### src/rtl/spibf_pkg.sv
package spibf_pkg;
   // Register offsets on the documented register port
   localparam logic [7:0] OFF_TX_BASE    = 8'h3e;
   localparam logic [7:0] OFF_RX_BASE    = 8'h3f;
   localparam logic [7:0] OFF_COUNT_LOW  = 8'h40;
   localparam logic [7:0] OFF_COUNT_HIGH = 8'h41;
   localparam logic [7:0] OFF_DATA       = 8'hbf;
   localparam logic [7:0] OFF_STATE      = 8'hbe;
   // Status field positions
   localparam int BIT_TX_EMPTY = 0;
   localparam int BIT_OVERRUN  = 1;
   localparam int BIT_RX_FULL  = 2;
   // Reset values
   localparam logic [7:0] RST_BYTE  = 8'h00;
   localparam logic [2:0] RST_STATE = 3'h1;
   localparam logic [2:0] RST_PINS  = 3'h6;
   // Base pointers count in 16-byte units
   localparam int BASE_SHIFT = 4;
   localparam int COUNT_HI_W = 4;
   localparam int BITS_BYTE  = 8;
   localparam logic [3:0] BIT_LAST = 4'h7;

   typedef struct packed {
      logic       wr;
      logic       rd;
      logic [7:0] addr;
      logic [7:0] wdata;
   } spibf_req_type;

   typedef struct packed {
      logic        wr;
      logic [11:0] addr;
      logic [7:0]  wdata;
   } spibf_mem_type;

   typedef enum logic [1:0] {
      ST_IDLE  = 2'b00,
      ST_FETCH = 2'b01,
      ST_SHIFT = 2'b11,
      ST_STORE = 2'b10
   } spibf_state_type;
endpackage
### src/rtl/spibf_core.sv
`timescale 1ns/1ps
module spibf_core #(
   parameter int ADDR_W = 12
) (
   input  wire logic                   clk_sys_in,
   input  wire logic                   rst_in,
   input  wire logic                   ce_in,
   input  wire spibf_pkg::spibf_req_type reg_req_in,
   output logic [7:0]                  reg_rdata_out,
   input  wire logic                   enable_in,
   input  wire logic                   low_bit_first_select_in,
   input  wire logic                   rx_irq_enable_in,
   input  wire logic                   tx_irq_enable_in,
   input  wire logic                   fast_transfer_go_set_in,
   output logic                        fast_transfer_go_out,
   input  wire logic                   sclk_in,
   input  wire logic                   cs_n_in,
   input  wire logic                   mosi_in,
   output logic                        miso_out,
   output logic                        miso_oe_n_out,
   output spibf_pkg::spibf_mem_type    mem_out,
   input  wire logic [7:0]             mem_rdata_in,
   output logic                        irq_out
);
   if (ADDR_W < 12) begin : g_addr_check
      $error("ADDR_W must cover base pointers and count");
   end

   ////////////////////////////////////////////////////////////////////////
   // Pin synchronisers
   logic [2:0] s1_reg, s1_next;
   logic [2:0] s2_reg, s2_next;
   logic       sclk_old_reg, sclk_old_next;
   always_comb begin
      s1_next       = {sclk_in, cs_n_in, mosi_in};
      s2_next       = s1_reg;
      sclk_old_next = s2_reg[2];
   end
   always_ff @(posedge clk_sys_in) begin
      if (rst_in) begin
         s1_reg       <= spibf_pkg::RST_PINS;
         s2_reg       <= spibf_pkg::RST_PINS;
         sclk_old_reg <= spibf_pkg::RST_PINS[2];
      end else if (ce_in) begin
         s1_reg       <= s1_next;
         s2_reg       <= s2_next;
         sclk_old_reg <= sclk_old_next;
      end
   end
   logic sclk_rise, sclk_fall, cs_n_s, mosi_s;
   assign sclk_rise = s2_reg[2] & ~sclk_old_reg;
   assign sclk_fall = ~s2_reg[2] & sclk_old_reg;
   assign cs_n_s    = s2_reg[1];
   assign mosi_s    = s2_reg[0];

   ////////////////////////////////////////////////////////////////////////
   // Registers, flags and shifter
   function automatic logic [ADDR_W-1:0] base_addr(input logic [7:0] b);
      base_addr = ADDR_W'(b) << spibf_pkg::BASE_SHIFT;
   endfunction

   logic [7:0]  txb_reg, txb_next, rxb_reg, rxb_next;
   logic [7:0]  cnt_lo_reg, cnt_lo_next;
   logic [3:0]  cnt_hi_reg, cnt_hi_next;
   logic [7:0]  rxh_reg, rxh_next, txh_reg, txh_next;
   logic [7:0]  sh_reg, sh_next;
   logic [3:0]  bit_reg, bit_next;
   logic        busy_reg, busy_next, txh_full_reg, txh_full_next;
   logic        txe_reg, txe_next, rxf_reg, rxf_next, ovr_reg, ovr_next;
   logic        go_reg, go_next;
   logic [11:0] done_reg, done_next;
   logic [ADDR_W-1:0] tp_reg, tp_next, rp_reg, rp_next;
   spibf_pkg::spibf_state_type st_reg, st_next;
   spibf_pkg::spibf_mem_type   mem_reg, mem_next;
   logic [7:0]  rd_reg, rd_next;
   logic        miso_reg, miso_next, irq_reg, irq_next;
   logic        byte_end;
   logic [7:0]  rx_byte;
   logic [11:0] fast_count;

   assign fast_count = {cnt_hi_reg, cnt_lo_reg};
   assign rx_byte = low_bit_first_select_in ? {mosi_s, sh_reg[7:1]}
                                            : {sh_reg[6:0], mosi_s};
   assign byte_end = sclk_rise & ~cs_n_s & (bit_reg == spibf_pkg::BIT_LAST);

   always_comb begin
      txb_next      = txb_reg;
      rxb_next      = rxb_reg;
      cnt_lo_next   = cnt_lo_reg;
      cnt_hi_next   = cnt_hi_reg;
      rxh_next      = rxh_reg;
      txh_next      = txh_reg;
      sh_next       = sh_reg;
      bit_next      = bit_reg;
      busy_next     = busy_reg;
      txh_full_next = txh_full_reg;
      txe_next      = txe_reg;
      rxf_next      = rxf_reg;
      ovr_next      = ovr_reg;
      go_next       = go_reg;
      done_next     = done_reg;
      tp_next       = tp_reg;
      rp_next       = rp_reg;
      st_next       = st_reg;
      mem_next      = '0;
      miso_next     = miso_reg;
      rd_next       = rd_reg;
      // Register writes
      if (reg_req_in.wr) begin
         unique case (reg_req_in.addr)
            spibf_pkg::OFF_TX_BASE:    txb_next = reg_req_in.wdata;
            spibf_pkg::OFF_RX_BASE:    rxb_next = reg_req_in.wdata;
            spibf_pkg::OFF_COUNT_LOW:  cnt_lo_next = reg_req_in.wdata;
            spibf_pkg::OFF_COUNT_HIGH:
               cnt_hi_next = reg_req_in.wdata[spibf_pkg::COUNT_HI_W-1:0];
            spibf_pkg::OFF_DATA: begin
               if (!busy_reg && !txh_full_reg && !go_reg) begin
                  sh_next   = reg_req_in.wdata;
                  busy_next = 1'b1;
               end else begin
                  txh_next      = reg_req_in.wdata;
                  txh_full_next = 1'b1;
                  // tx empty cleared by queued write
                  txe_next      = 1'b0;
               end
            end
            spibf_pkg::OFF_STATE: begin
               // rx full cleared by zero write
               if (!reg_req_in.wdata[spibf_pkg::BIT_RX_FULL])
                  rxf_next = 1'b0;
               if (!reg_req_in.wdata[spibf_pkg::BIT_OVERRUN])
                  ovr_next = 1'b0;
            end
            default: ;
         endcase
      end
      // Fast mode start
      if (fast_transfer_go_set_in && !go_reg && enable_in) begin
         go_next   = 1'b1;
         done_next = '0;
         tp_next   = base_addr(txb_reg);
         rp_next   = base_addr(rxb_reg);
         st_next   = spibf_pkg::ST_FETCH;
         bit_next  = '0;
      end
      // Serial bit engine
      if (cs_n_s) begin
         bit_next = '0;
      end else if (sclk_rise) begin
         sh_next  = rx_byte;
         bit_next = bit_reg + 4'h1;
      end
      // first bit stands before first clock
      if (bit_reg == '0 || sclk_fall)
         miso_next = low_bit_first_select_in ? sh_reg[0] : sh_reg[7];
      if (byte_end) begin
         bit_next = '0;
         if (go_reg) begin
            mem_next.wr    = 1'b1;
            mem_next.addr  = 12'(rp_reg);
            mem_next.wdata = rx_byte;
            rp_next   = rp_reg + ADDR_W'(1);
            tp_next   = tp_reg + ADDR_W'(1);
            done_next = done_reg + 12'h1;
            st_next   = spibf_pkg::ST_FETCH;
            if (done_reg + 12'h1 == fast_count) begin
               go_next  = 1'b0;
               rxf_next = 1'b1;
               txe_next = 1'b1;
               st_next  = spibf_pkg::ST_IDLE;
            end
         end else begin
            if (rxf_next)
               ovr_next = 1'b1;
            else begin
               rxh_next = rx_byte;
               rxf_next = 1'b1;
            end
            if (txh_full_next) begin
               sh_next       = txh_next;
               txh_full_next = 1'b0;
               txe_next      = 1'b1;
            end else
               busy_next = 1'b0;
         end
      end else if (go_reg && st_reg == spibf_pkg::ST_FETCH) begin
         mem_next.addr = 12'(tp_reg);
         st_next       = spibf_pkg::ST_STORE;
      end else if (go_reg && st_reg == spibf_pkg::ST_STORE) begin
         sh_next = mem_rdata_in;
         st_next = spibf_pkg::ST_SHIFT;
      end
      if (!go_reg && st_reg != spibf_pkg::ST_IDLE && !fast_transfer_go_set_in)
         st_next = spibf_pkg::ST_IDLE;
      if (!enable_in) begin
         busy_next     = 1'b0;
         txh_full_next = 1'b0;
         txe_next      = 1'b1;
      end
      // Read data path
      unique case (reg_req_in.addr)
         spibf_pkg::OFF_DATA:       rd_next = rxh_reg;
         spibf_pkg::OFF_TX_BASE:    rd_next = txb_reg;
         spibf_pkg::OFF_RX_BASE:    rd_next = rxb_reg;
         spibf_pkg::OFF_COUNT_LOW:  rd_next = cnt_lo_reg;
         spibf_pkg::OFF_COUNT_HIGH: rd_next = {4'h0, cnt_hi_reg};
         spibf_pkg::OFF_STATE:      rd_next = {5'h0, rxf_reg, ovr_reg, txe_reg};
         default:                   rd_next = 8'h00;
      endcase
   end

   always_comb irq_next = (rxf_next & rx_irq_enable_in) |
                          (txe_next & tx_irq_enable_in);

   always_ff @(posedge clk_sys_in) begin
      if (rst_in) begin
         txb_reg      <= spibf_pkg::RST_BYTE;
         rxb_reg      <= spibf_pkg::RST_BYTE;
         cnt_lo_reg   <= spibf_pkg::RST_BYTE;
         cnt_hi_reg   <= '0;
         rxh_reg      <= spibf_pkg::RST_BYTE;
         txh_reg      <= spibf_pkg::RST_BYTE;
         sh_reg       <= spibf_pkg::RST_BYTE;
         bit_reg      <= '0;
         busy_reg     <= 1'b0;
         txh_full_reg <= 1'b0;
         txe_reg      <= spibf_pkg::RST_STATE[spibf_pkg::BIT_TX_EMPTY];
         rxf_reg      <= 1'b0;
         ovr_reg      <= 1'b0;
         go_reg       <= 1'b0;
         done_reg     <= '0;
         tp_reg       <= '0;
         rp_reg       <= '0;
         st_reg       <= spibf_pkg::ST_IDLE;
         mem_reg      <= '0;
         miso_reg     <= 1'b0;
         rd_reg       <= spibf_pkg::RST_BYTE;
         irq_reg      <= 1'b0;
      end else if (ce_in) begin
         txb_reg      <= txb_next;
         rxb_reg      <= rxb_next;
         cnt_lo_reg   <= cnt_lo_next;
         cnt_hi_reg   <= cnt_hi_next;
         rxh_reg      <= rxh_next;
         txh_reg      <= txh_next;
         sh_reg       <= sh_next;
         bit_reg      <= bit_next;
         busy_reg     <= busy_next;
         txh_full_reg <= txh_full_next;
         txe_reg      <= txe_next;
         rxf_reg      <= rxf_next;
         ovr_reg      <= ovr_next;
         go_reg       <= go_next;
         done_reg     <= done_next;
         tp_reg       <= tp_next;
         rp_reg       <= rp_next;
         st_reg       <= st_next;
         mem_reg      <= mem_next;
         miso_reg     <= miso_next;
         rd_reg       <= rd_next;
         irq_reg      <= irq_next;
      end
   end

   assign reg_rdata_out        = rd_reg;
   assign fast_transfer_go_out = go_reg;
   assign miso_out             = miso_reg;
   assign miso_oe_n_out        = s2_reg[1];
   assign mem_out              = mem_reg;
   assign irq_out              = irq_reg;

   ////////////////////////////////////////////////////////////////////////
   // Checks
   // queued data write (shifter busy, tx holding full or fast mode on) clears tx empty flag
   property p_txe_clear;
      @(posedge clk_sys_in) disable iff (rst_in)
      (ce_in && enable_in && reg_req_in.wr
       && (busy_reg || txh_full_reg || go_reg)
       && reg_req_in.addr == spibf_pkg::OFF_DATA && !byte_end) |=> !txe_reg;
   endproperty
   a_txe_clear: assert property (p_txe_clear)
      else $error("tx empty not cleared by data write");

   property p_irq;
      @(posedge clk_sys_in) disable iff (rst_in)
      ce_in |=> irq_reg == ((rxf_reg & $past(rx_irq_enable_in)) |
                            (txe_reg & $past(tx_irq_enable_in)));
   endproperty
   a_irq: assert property (p_irq)
      else $error("irq does not follow flags and enables");

   property p_rxf_hold;
      @(posedge clk_sys_in) disable iff (rst_in)
      (ce_in && rxf_reg && !(reg_req_in.wr &&
       reg_req_in.addr == spibf_pkg::OFF_STATE)) |=> rxf_reg;
   endproperty
   a_rxf_hold: assert property (p_rxf_hold)
      else $error("rx full dropped without software clear");

   property p_overrun_keeps;
      @(posedge clk_sys_in) disable iff (rst_in)
      (ce_in && byte_end && !go_reg && rxf_reg && !(reg_req_in.wr
       && reg_req_in.addr == spibf_pkg::OFF_STATE)) |=>
         (ovr_reg && $stable(rxh_reg));
   endproperty
   a_overrun_keeps: assert property (p_overrun_keeps)
      else $error("overrun did not keep old byte");

   property p_fast_start;
      @(posedge clk_sys_in) disable iff (rst_in)
      (ce_in && fast_transfer_go_set_in && !go_reg && enable_in) |=>
         (tp_reg == (ADDR_W'($past(txb_reg)) << spibf_pkg::BASE_SHIFT)
          && rp_reg == (ADDR_W'($past(rxb_reg)) << spibf_pkg::BASE_SHIFT));
   endproperty
   a_fast_start: assert property (p_fast_start)
      else $error("fast start pointers wrong");

   property p_fast_end;
      @(posedge clk_sys_in) disable iff (rst_in)
      (ce_in && byte_end && go_reg && done_reg + 12'h1 == fast_count) |=>
         (!go_reg && rxf_reg && txe_reg);
   endproperty
   a_fast_end: assert property (p_fast_end)
      else $error("fast transfer did not end at count");

   property p_store;
      @(posedge clk_sys_in) disable iff (rst_in)
      (ce_in && byte_end && go_reg) |=>
         (mem_reg.wr && mem_reg.addr == $past(rp_reg)
          && rp_reg == $past(rp_reg) + ADDR_W'(1));
   endproperty
   a_store: assert property (p_store)
      else $error("received byte not stored or pointer not stepped");

   property p_idle_load;
      @(posedge clk_sys_in) disable iff (rst_in)
      (ce_in && enable_in && reg_req_in.wr && !busy_reg && !txh_full_reg
       && !go_reg && reg_req_in.addr == spibf_pkg::OFF_DATA) |=>
         (busy_reg && !txh_full_reg);
   endproperty
   a_idle_load: assert property (p_idle_load)
      else $error("idle write did not go to shifter");
endmodule

### config.mk
export PLATFORM = sky130hd
export DESIGN_NAME = spibf_core
export DESIGN_NICKNAME = d
export VERILOG_FILES = /design/src/rtl/spibf_pkg.sv /design/src/rtl/spibf_core.sv
export SDC_FILE = /design/constraint.sdc
export NUM_CORES = 1
export LEC_CHECK = 0
export BUFFER_PORTS_ARGS = -buffer_cell sky130_fd_sc_hd__buf_2
export CAP_MARGIN = 40
export CORE_MARGIN = 2
export CORE_UTILIZATION = 50
export CTS_BUF_LIST = sky130_fd_sc_hd__clkbuf_8
export CTS_CLUSTER_DIAMETER = 100
export DETAILED_ROUTE_END_ITERATION = 12
export HOLD_SLACK_MARGIN = 0.05
export PLACE_DENSITY = 0.81
export SYNTH_ARGS = -nofsm -noshare
export SYNTH_HDL_FRONTEND = slang
export SYNTH_SLANG_ARGS = --single-unit
### constraint.sdc
create_clock -name clk_sys_in -period 5.2 [get_ports clk_sys_in]
set_clock_uncertainty 0.1 [all_clocks]
set_input_delay 0.52 -clock clk_sys_in [delete_from_list [all_inputs] [get_ports clk_sys_in]]
set_output_delay 0.52 -clock clk_sys_in [all_outputs]
set_load 0.1 [all_outputs]
==> out/qor_table.md, run 1 <==
| Group | Parameter | This run |
|---|---|---|
| sta | Highest achievable clock rate | 330.4 MHz |
| clock tree | Number of buffers inserted by hold repair at cts | 0 |
| routing | Number of nets still failing antenna checks after routing | 0 |
| final layout | Layout cell share with drive strength beyond 1 | 14.74% |
| setup path | Largest stage delay on the critical path | 0.65 ns |
| routing | DRT Wirelength | 20.93 mm |
| worst hold path | Worst hold-check path type | input port to flip-flop |
| job | Count of max-cap constraint violations | 0 |
| sta | Fraction of the cycle the final worst path needs | 58.21% |
| final layout | Synthesis-to-finish area growth | 10.86% |
| pwr | Static Leak | 3.146 nW |
| floorplanning | Die height | 126.3 um |
| yosys | Cell with the most instances after synthesis | nor2_1 |
| floorplanning | Horizontal die dimension | 126.3 um |
| yosys | Cell types with the largest area share after synthesis | dfxtp_1 (37%), mux2i_1 (7.8%), nor2_1 (7.1%) |
| routing | Total number of vias | 7315 |
| clock tree | Maximum clock insertion buffer count | 2 |
| final layout | Flip-flop count of the largest register, all copies and words added | 21 |
| final layout | Cell Count, Final, Fillers Out | 1162 |
| yosys | Post-synthesis sequential area ratio | 36.95% |
| placed design | Routability-driven placement congestion ratio | 0.8913 |
| yosys | Average cell area after synthesis | 7.945 um2 |
| yosys | Number of flops mapped to enable cells by yosys | 0 |
| routing | Wire length per cell | 18.01 um |
| floorplanning | Initial core utilization | 51.24% |
| routing | First drt pass iteration count | 6 |
| floorplanning | Placement Rows | 44 |
| yosys | Most numerous cell types in the synthesized netlist | nor2_1 (141), dfxtp_1 (138), nand2_1 (78) |
| yosys | Flip-flop and latch count after synthesis | 138 |
| run status | Outcome | complete, no violations |
| pwr | Final Total Pwr | 2.410 mW |
| clock tree | CTS HTree Levels | 4 |
| clock tree | Clock transition at the registers of the reported paths | 0.08 ns |
| clock tree | Post-CTS Resized | 0 |
| setup path | Data required, critical path | 5.48 ns |
| pwr | Worst IR drop on VDD | 0.0002016 V |
| setup path | Slowest cell on crit path | nor2_4 |
| yosys | Biggest area consumer among synthesized cells | dfxtp_1 |
| clock tree | Clock network latency to the later pin of the worst-skew pair | 0.46 ns |
| setup path | Type of element capturing the critical path | flip-flop |
| final layout | # nets final | 1006 |
| yosys | Count of cell types in the netlist | 75 |
| yosys | Post-synth ARST share | 0% |
| setup path | Critical Path, Cell by Cell | ha_1, nand3b_1, nor2_4, nand3_2, or3_1, a21oi_1 |
| sta | Count of final setup violators | 0 |
| sta | Min cycle time layout | 3.027 ns |
| yosys | Gate Count Post-Synth | 941 |
| grt | Vias in the first global route | 6606 |
| floorplanning | Top-Level Pins | 70 |
| grt | Antenna violations before repair | 1 |
| routing | Starting DRC count in detailed routing | 831 |
| yosys | Cell area after synthesis | 0.007476 mm2 |
| routing | Vias per cell | 6.295 |
| pwr | Pwr Density | 290.7 mW/mm2 |
| setup path | Maximum net fanout on the critical path | 26 |
| setup path | Start-to-end type of the worst setup path | flip-flop to flip-flop |
| grt | Total overflow reported by the global router | 0 |
| clock tree | Num CTS Buffers | 17 |
| routing | Residual DRC | 0 |
| yosys | Prevailing post-synth register cell | dfxtp_1 |
| clock tree | Clk sink count | 138 |
| floorplanning | Core area | 0.01459 mm2 |
| yosys | Yosys synthesis warning count | 0 |
| floorplanning | Die Area | 0.01595 mm2 |
| yosys | Post-synth top area share | 36.95% |
| setup path | Critical Path AT | 3.30 ns |
| sta | Unrepaired setup endpoints after global routing | no |
| sta | Final hold viol count | 0 |
| sta | Max Transition Viols Final | 0 |
| clock tree | CTS tree | built |
| sta | Setup_tns | 0 ns |
| setup path | Critical Path Source Type | flip-flop |
| placed design | # placed instances | 1129 |
| grt | Maximum number of pins on one net before global-route repair | 69 |
| grt | Global-route wire length before repair | 33.56 mm |
| placed design | Port Buffer Count | 68 |
| sta | Worst-Margin Slew | 0.8923 ns |
| yosys | Post-Syn Nets | 983 |
| sta | Worst slew slack as a fraction of its limit | 40.50% |
| clock tree | Buffer cell driving the clock tree root | clkbuf_8 |
| sta | Hold Worst Slack | 0.1706 ns |
| clock tree | Post-CTS setup-driven buffer insertion count | 0 |
| placed design | Dpl hpwl | 14.09 mm |
| grt | GRT Util Overall | 25.89% |
==> power by group <==
group	internal [mW]	switching [mW]
clock	0.636	0.427
sequential	1.08	0.0205
combinational	0.0613	0.185
total	1.78	0.632
==> cells by family (layout without fill, tap and decap cells) <==
kind of cell,after synthesis,count (layout),synth area share (%)
buffers and inverters,93,129,5.607
muxes,69,69,9.423
xor gates and xnor gates,16,16,1.875
AOI/OAI and AO/OA,249,249,21.27
other,0,1,0
and+or+nand+nor,371,371,24.03
adders and majority gates,5,5,0.8368
DFF,138,138,36.95
==> worst max-delay path, delay by kind of cell (launching register included) <==
kind	cells	cell delay, ns
and+or+nand+nor	4	2.07
AOI/OAI and AO/OA	1	0.14
adders and majority gates	1	0.22
DFF	1	0.40
==> placed cells by master (no fill, tap or decap), types with 21 or more instances in the layout <==
cell and instances:
a31oi_1 27, a211oi_1 21, clkbuf_8 22, buf_2 66, o21ai_1 25, o21ai_0 34
dfxtp_1 138, nand3_1 54, mux2i_1 58, nor2_1 141, a21oi_1 65, nand2_1 78
==> stage by stage <==
| step | cell area, um2 | utilization (%) | setup slack, ns |
|---|---|---|---|
| after floorplan | 7476 | - | 2.439 |
| after global placement | 7790 | 53.40 | 2.072 |
| after detailed placement | 7797 | 53.45 | 2.111 |
| after CTS | 8285 | 56.79 | 2.202 |
| after global routing | 8285 | 56.79 | 1.889 |
| final | 8288 | 56.81 | 2.173 |
==> final cells by class <==
| class | instances | area [um2] |
|---|---|---|
| clock inverter | 10 | 185.2 |
| sequential | 138 | 2763 |
| antenna | 1 | 2.502 |
| timing repair buffer | 78 | 420.4 |
| multi-input combinational | 710 | 4313 |
| inverter | 19 | 71.32 |
| tap | 184 | 230.2 |
| fill | 1311 | 6301 |
| clock buffer | 22 | 302.8 |
==> layer usage <==
layer  up-vias  GRT usage (%)  part of all wire (%)
met5         -              0                     0
met4         0          10.08                   2.9
met3        55          5.947                    10
met2       400          40.20                    44
met1      3384          35.08                    42
li1       3476              -                     -
==> worst paths after layout <==
kind	slack, ns	to	startpoint	depth (start not counted)
setup / recovery	2.17	done_reg[9]	bit_reg[0]	6
hold / removal	0.17	s1_reg[1]	cs_n_in	3
setup reg to reg	2.17	done_reg[9]	bit_reg[0]	6
hold reg to reg	0.37	txh_reg[4]	txh_reg[4]	2
Note: power is estimated with default switching activity, not from simulation.
==> inputs of run 2 (changes only) <==
--- a/config.mk
+++ b/config.mk
@@ -5,6 +5,7 @@
 export SDC_FILE = /design/constraint.sdc
 export NUM_CORES = 1
 export LEC_CHECK = 0
+export ABC_AREA = 1
 export BUFFER_PORTS_ARGS = -buffer_cell sky130_fd_sc_hd__buf_2
 export CAP_MARGIN = 40
 export CORE_MARGIN = 2
@@ -13,7 +14,7 @@
 export CTS_CLUSTER_DIAMETER = 100
 export DETAILED_ROUTE_END_ITERATION = 12
 export HOLD_SLACK_MARGIN = 0.05
-export PLACE_DENSITY = 0.81
+export PLACE_DENSITY = 0.84
 export SYNTH_ARGS = -nofsm -noshare
 export SYNTH_HDL_FRONTEND = slang
 export SYNTH_SLANG_ARGS = --single-unit
==> constraint.sdc (replaced) <==
create_clock -name clk_sys_in -period 2.55 [get_ports clk_sys_in]
set_clock_uncertainty 0.1 [all_clocks]
set_input_delay 0.255 -clock clk_sys_in [delete_from_list [all_inputs] [get_ports clk_sys_in]]
set_output_delay 0.255 -clock clk_sys_in [all_outputs]
set_load 0.1 [all_outputs]
==> run 2 against run 1 <==
  * Cell count is 16% higher
  * Synthesized cell count is 14% higher
  * Utilization is 1.8 points higher
  * Via count is 4.2% higher
  * First-iteration DRC count is 1.1% higher
  * Largest power group unchanged
  * Critical path depth is 4 higher
  * Flip-flop and latch count stayed put
  * Clock power is 93% higher
  * Synthesized area is 1.3% lower
  * Worst hold slack worse by 0.11 ns
==> out/qor_table.md, run 2 <==
| Group | Parameter | This run |
|---|---|---|
| run status | Outcome | complete, no violations |
| setup path | Reg-to-reg critical path endpoint | tp_reg[11] |
| yosys | Cell with the most instances after synthesis | nand2_1 |
| pwr | Switching power summed over all nets | 1.294 mW |
| yosys | Post-synth top area share | 37.44% |
| pwr | Static Leak | 3.525 nW |
| pwr | Worst IR drop on VDD | 0.0003346 V |
| clock tree | Clk sink count | 138 |
| grt | GRT Util Overall | 26.29% |
| floorplanning | Die height | 125.5 um |
| setup path | Cell family with the largest share of critical-path delay | buffers and inverters |
| routing | Wire length per cell | 15.33 um |
| placed design | Port Buffer Count | 68 |
| sta | Final hold viol count | 0 |
| clock tree | CTS tree | built |
| yosys | Prevailing post-synth register cell | dfxtp_1 |
| placed design | Setup WS pre-CTS | 0.1785 ns |
| routing | Number of nets still failing antenna checks after routing | 0 |
| setup path | WP buf/inv | 3 |
| yosys | Post-synthesis sequential area ratio | 37.44% |
| routing | Residual DRC | 0 |
| pwr | Switching power share of the total | 26.81% |
| sta | Worst slew slack as a fraction of its limit | 47.37% |
| sta | Worst-Margin Slew | 0.7895 ns |
| floorplanning | Core area | 0.01448 mm2 |
| yosys | Flip-flop and latch count after synthesis | 138 |
| floorplanning | Initial core utilization | 50.97% |
| yosys | Yosys synthesis warning count | 0 |
| floorplanning | Horizontal die dimension | 125.5 um |
| sta | Count of final setup violators | 0 |
| routing | First drt pass iteration count | 6 |
| worst hold path | Worst hold-check path type | input port to flip-flop |
| yosys | Average cell area after synthesis | 6.852 um2 |
| job | Count of max-cap constraint violations | 0 |
| sta | Highest achievable clock rate | 417.5 MHz |
| pwr | Clk pwr share | 42.5% |
| final layout | Layout cell share with drive strength beyond 1 | 15.34% |
| pwr | Pwr Density | 568.6 mW/mm2 |
| floorplanning | Top-Level Pins | 70 |
| setup path | CP startpoint | bit_reg[1] |
| sta | Fraction of the cycle the final worst path needs | 93.93% |
| pwr | Internal power component | 3.532 mW |
| clock tree | Clock network latency to the later pin of the worst-skew pair | 0.47 ns |
| setup path | Slack of the worst reg-to-reg path | 0.15 ns |
| floorplanning | Die Area | 0.01575 mm2 |
| routing | Vias per cell | 5.672 |
| final layout | Most frequent cells in the layout | nand2_1 (222), dfxtp_1 (138), inv_1 (135) |
| sta | Max Transition Viols Final | 0 |
| yosys | Gate Count Post-Synth | 1077 |
| grt | Maximum number of pins on one net before global-route repair | 70 |
| setup path | Slowest cell on crit path | dfxtp_1 |
| setup path | Largest stage delay on the critical path | 0.38 ns |
| routing | Starting DRC count in detailed routing | 840 |
| sta | Hold Worst Slack | 0.05962 ns |
| sta | PnR worst setup slack | 0.1547 ns |
| worst hold path | Hold Path Origin | rx_irq_enable_in |
| setup path | Start-to-end type of the worst setup path | flip-flop to flip-flop |
| yosys | Cell types with the largest area share after synthesis | dfxtp_1 (37%), nand2_1 (11%), a21oi_1 (8.0%) |
| clock tree | Clock transition at the registers of the reported paths | 0.08 ns |
| final layout | Synthesis-to-finish area growth | 15.01% |
| yosys | Most numerous cell types in the synthesized netlist | nand2_1 (223), dfxtp_1 (138), inv_1 (134) |
| grt | Global-route wire length before repair | 33.64 mm |
| yosys | Biggest area consumer among synthesized cells | dfxtp_1 |
| worst hold path | Worst hold stages | 5 |
| grt | Vias in the first global route | 7095 |
| final layout | Flip-flop count of the largest register, all copies and words added | 21 |
| yosys | Cell area after synthesis | 0.007380 mm2 |
| placed design | Placed Area | 0.007905 mm2 |
| setup path | Data required, critical path | 2.77 ns |
| clock tree | Buffer cell driving the clock tree root | clkbuf_8 |
| clock tree | Maximum clock insertion buffer count | 2 |
| worst hold path | Hold worst-path end | irq_out |
| grt | Antenna violations before repair | 0 |
| routing | DRT Wirelength | 20.61 mm |
| yosys | Post-synth ARST share | 0% |
| final layout | Final design instance area without fill | 0.008487 mm2 |
| pwr | Share of total power in combinational logic | 11.1% |
| setup path | Maximum net fanout on the critical path | 23 |
| clock tree | CTS HTree Levels | 4 |
| placed design | Routability-driven placement congestion ratio | 0.9006 |
| sta | Min cycle time layout | 2.395 ns |
| final layout | Most common library cell in the layout ignoring fill and taps | nand2_1 |
| final layout | Layout fillers | 1331 |
| setup path | Cell count of the worst reg-to-reg path | 10 |
| setup path | R2r startpoint | bit_reg[1] |
| pwr | Sequential group share of total power | 46.5% |
| floorplanning | Placement Rows | 44 |
| clock tree | Num CTS Buffers | 17 |
| grt | Total overflow reported by the global router | 0 |
| placed design | Dpl hpwl | 14.43 mm |
| routing | Total number of vias | 7623 |
| setup path | Critical Path Source Type | flip-flop |
| yosys | Number of flops mapped to enable cells by yosys | 0 |
| setup path | Type of element capturing the critical path | flip-flop |
| final layout | N_diodes | 0 |
| yosys | Count of cell types in the netlist | 54 |
| yosys | Post-Syn Nets | 1119 |
| setup path | Critical Path AT | 2.61 ns |
| final layout | # nets final | 1189 |
| setup path | Critical Path, Cell by Cell | ha_1, nand2_1, nor2_1, nand2_1, nor2_2, buf_4, clkinvlp_2, buf_4, a21oi_1, a221oi_1 |
run 2: cell families (layout without fill, tap and decap cells):
family	count (synthesis)	in the layout	share of synthesized area (%)
fa+ha+maj	5	5	0.8477
flops	138	138	37.44
compound gates	333	333	26.37
simple gates	403	403	24.55
buf+inv	196	279	10.56
xor+xnor	2	2	0.2374
run 2: how the worst max path moves through the flow:
stage                  to  slack [ns]  cells past startpoint
6_report       tp_reg[11]        0.15                     10
5_1_grt        tp_reg[11]       -0.04                     10
4_1_cts        tp_reg[11]        0.15                     10
3_5_place_dp   tp_reg[11]        0.18                     10
3_3_place_gp    sh_reg[2]        0.31                     12
2_1_floorplan   sh_reg[5]        0.03                     12
run 2: repair_timing:
| item | 4_1_cts | 5_1_grt |
|---|---|---|
| setup buffers | 0 | 5 |
| endpoints found under the hold margin | 9 | 0 |
| hold buffers | 8 | 0 |
| setup endpoints to repair | 0 | 13 |
| gates resized for setup | 0 | 3 |
run 2: layout make-up:
class,count,area (um2),share of cell area [%]
timing repair buffer,105,663.1,7.814
timing repair inverter,1,5.005,0.05897
tap,184,230.2,2.713
sequential,138,2763,32.55
clock inverter,14,202.7,2.388
clock buffer,18,247.7,2.919
inverter,141,533.0,6.280
multi-input combinational,743,3842,45.28
run 2: per-stage QoR:
step           cells  setup TNS [ns]  util, %  power [mW]
3_3_place_gp    1298               0    54.60       2.796
4_1_cts         1338               0    58.26       4.826
5_1_grt         1344        -0.04458    58.62       4.971
6_report        1344               0    58.62       4.825
3_5_place_dp    1298               0    54.60       2.806
2_1_floorplan   1077               0        -       2.655
run 2: per-layer routing:
| metal | track usage [%] | part of all wire [%] |
|---|---|---|
| met3 | 5.263 | 7.2 |
| met2 | 43.31 | 47 |
| met4 | 13.59 | 3.9 |
| met5 | 0 | 0 |
| met1 | 32.59 | 42 |
run 2: power by group through the flow:
| stage | sequential (mW) | clock (mW) | combinational (mW) |
|---|---|---|---|
| after floorplan | 2.40 | 0 | 0.256 |
| after global placement | 2.29 | 0 | 0.507 |
| after detailed placement | 2.29 | 0 | 0.515 |
| after CTS | 2.24 | 2.06 | 0.527 |
| after global routing | 2.25 | 2.14 | 0.583 |
| final | 2.24 | 2.05 | 0.534 |
run 2: worst min-delay path, cell delays in order:
cell and delay, ns:
buf_2 0.07, nand2_1 0.04, inv_1 0.04, a21oi_1 0.07, a21oi_2 0.12
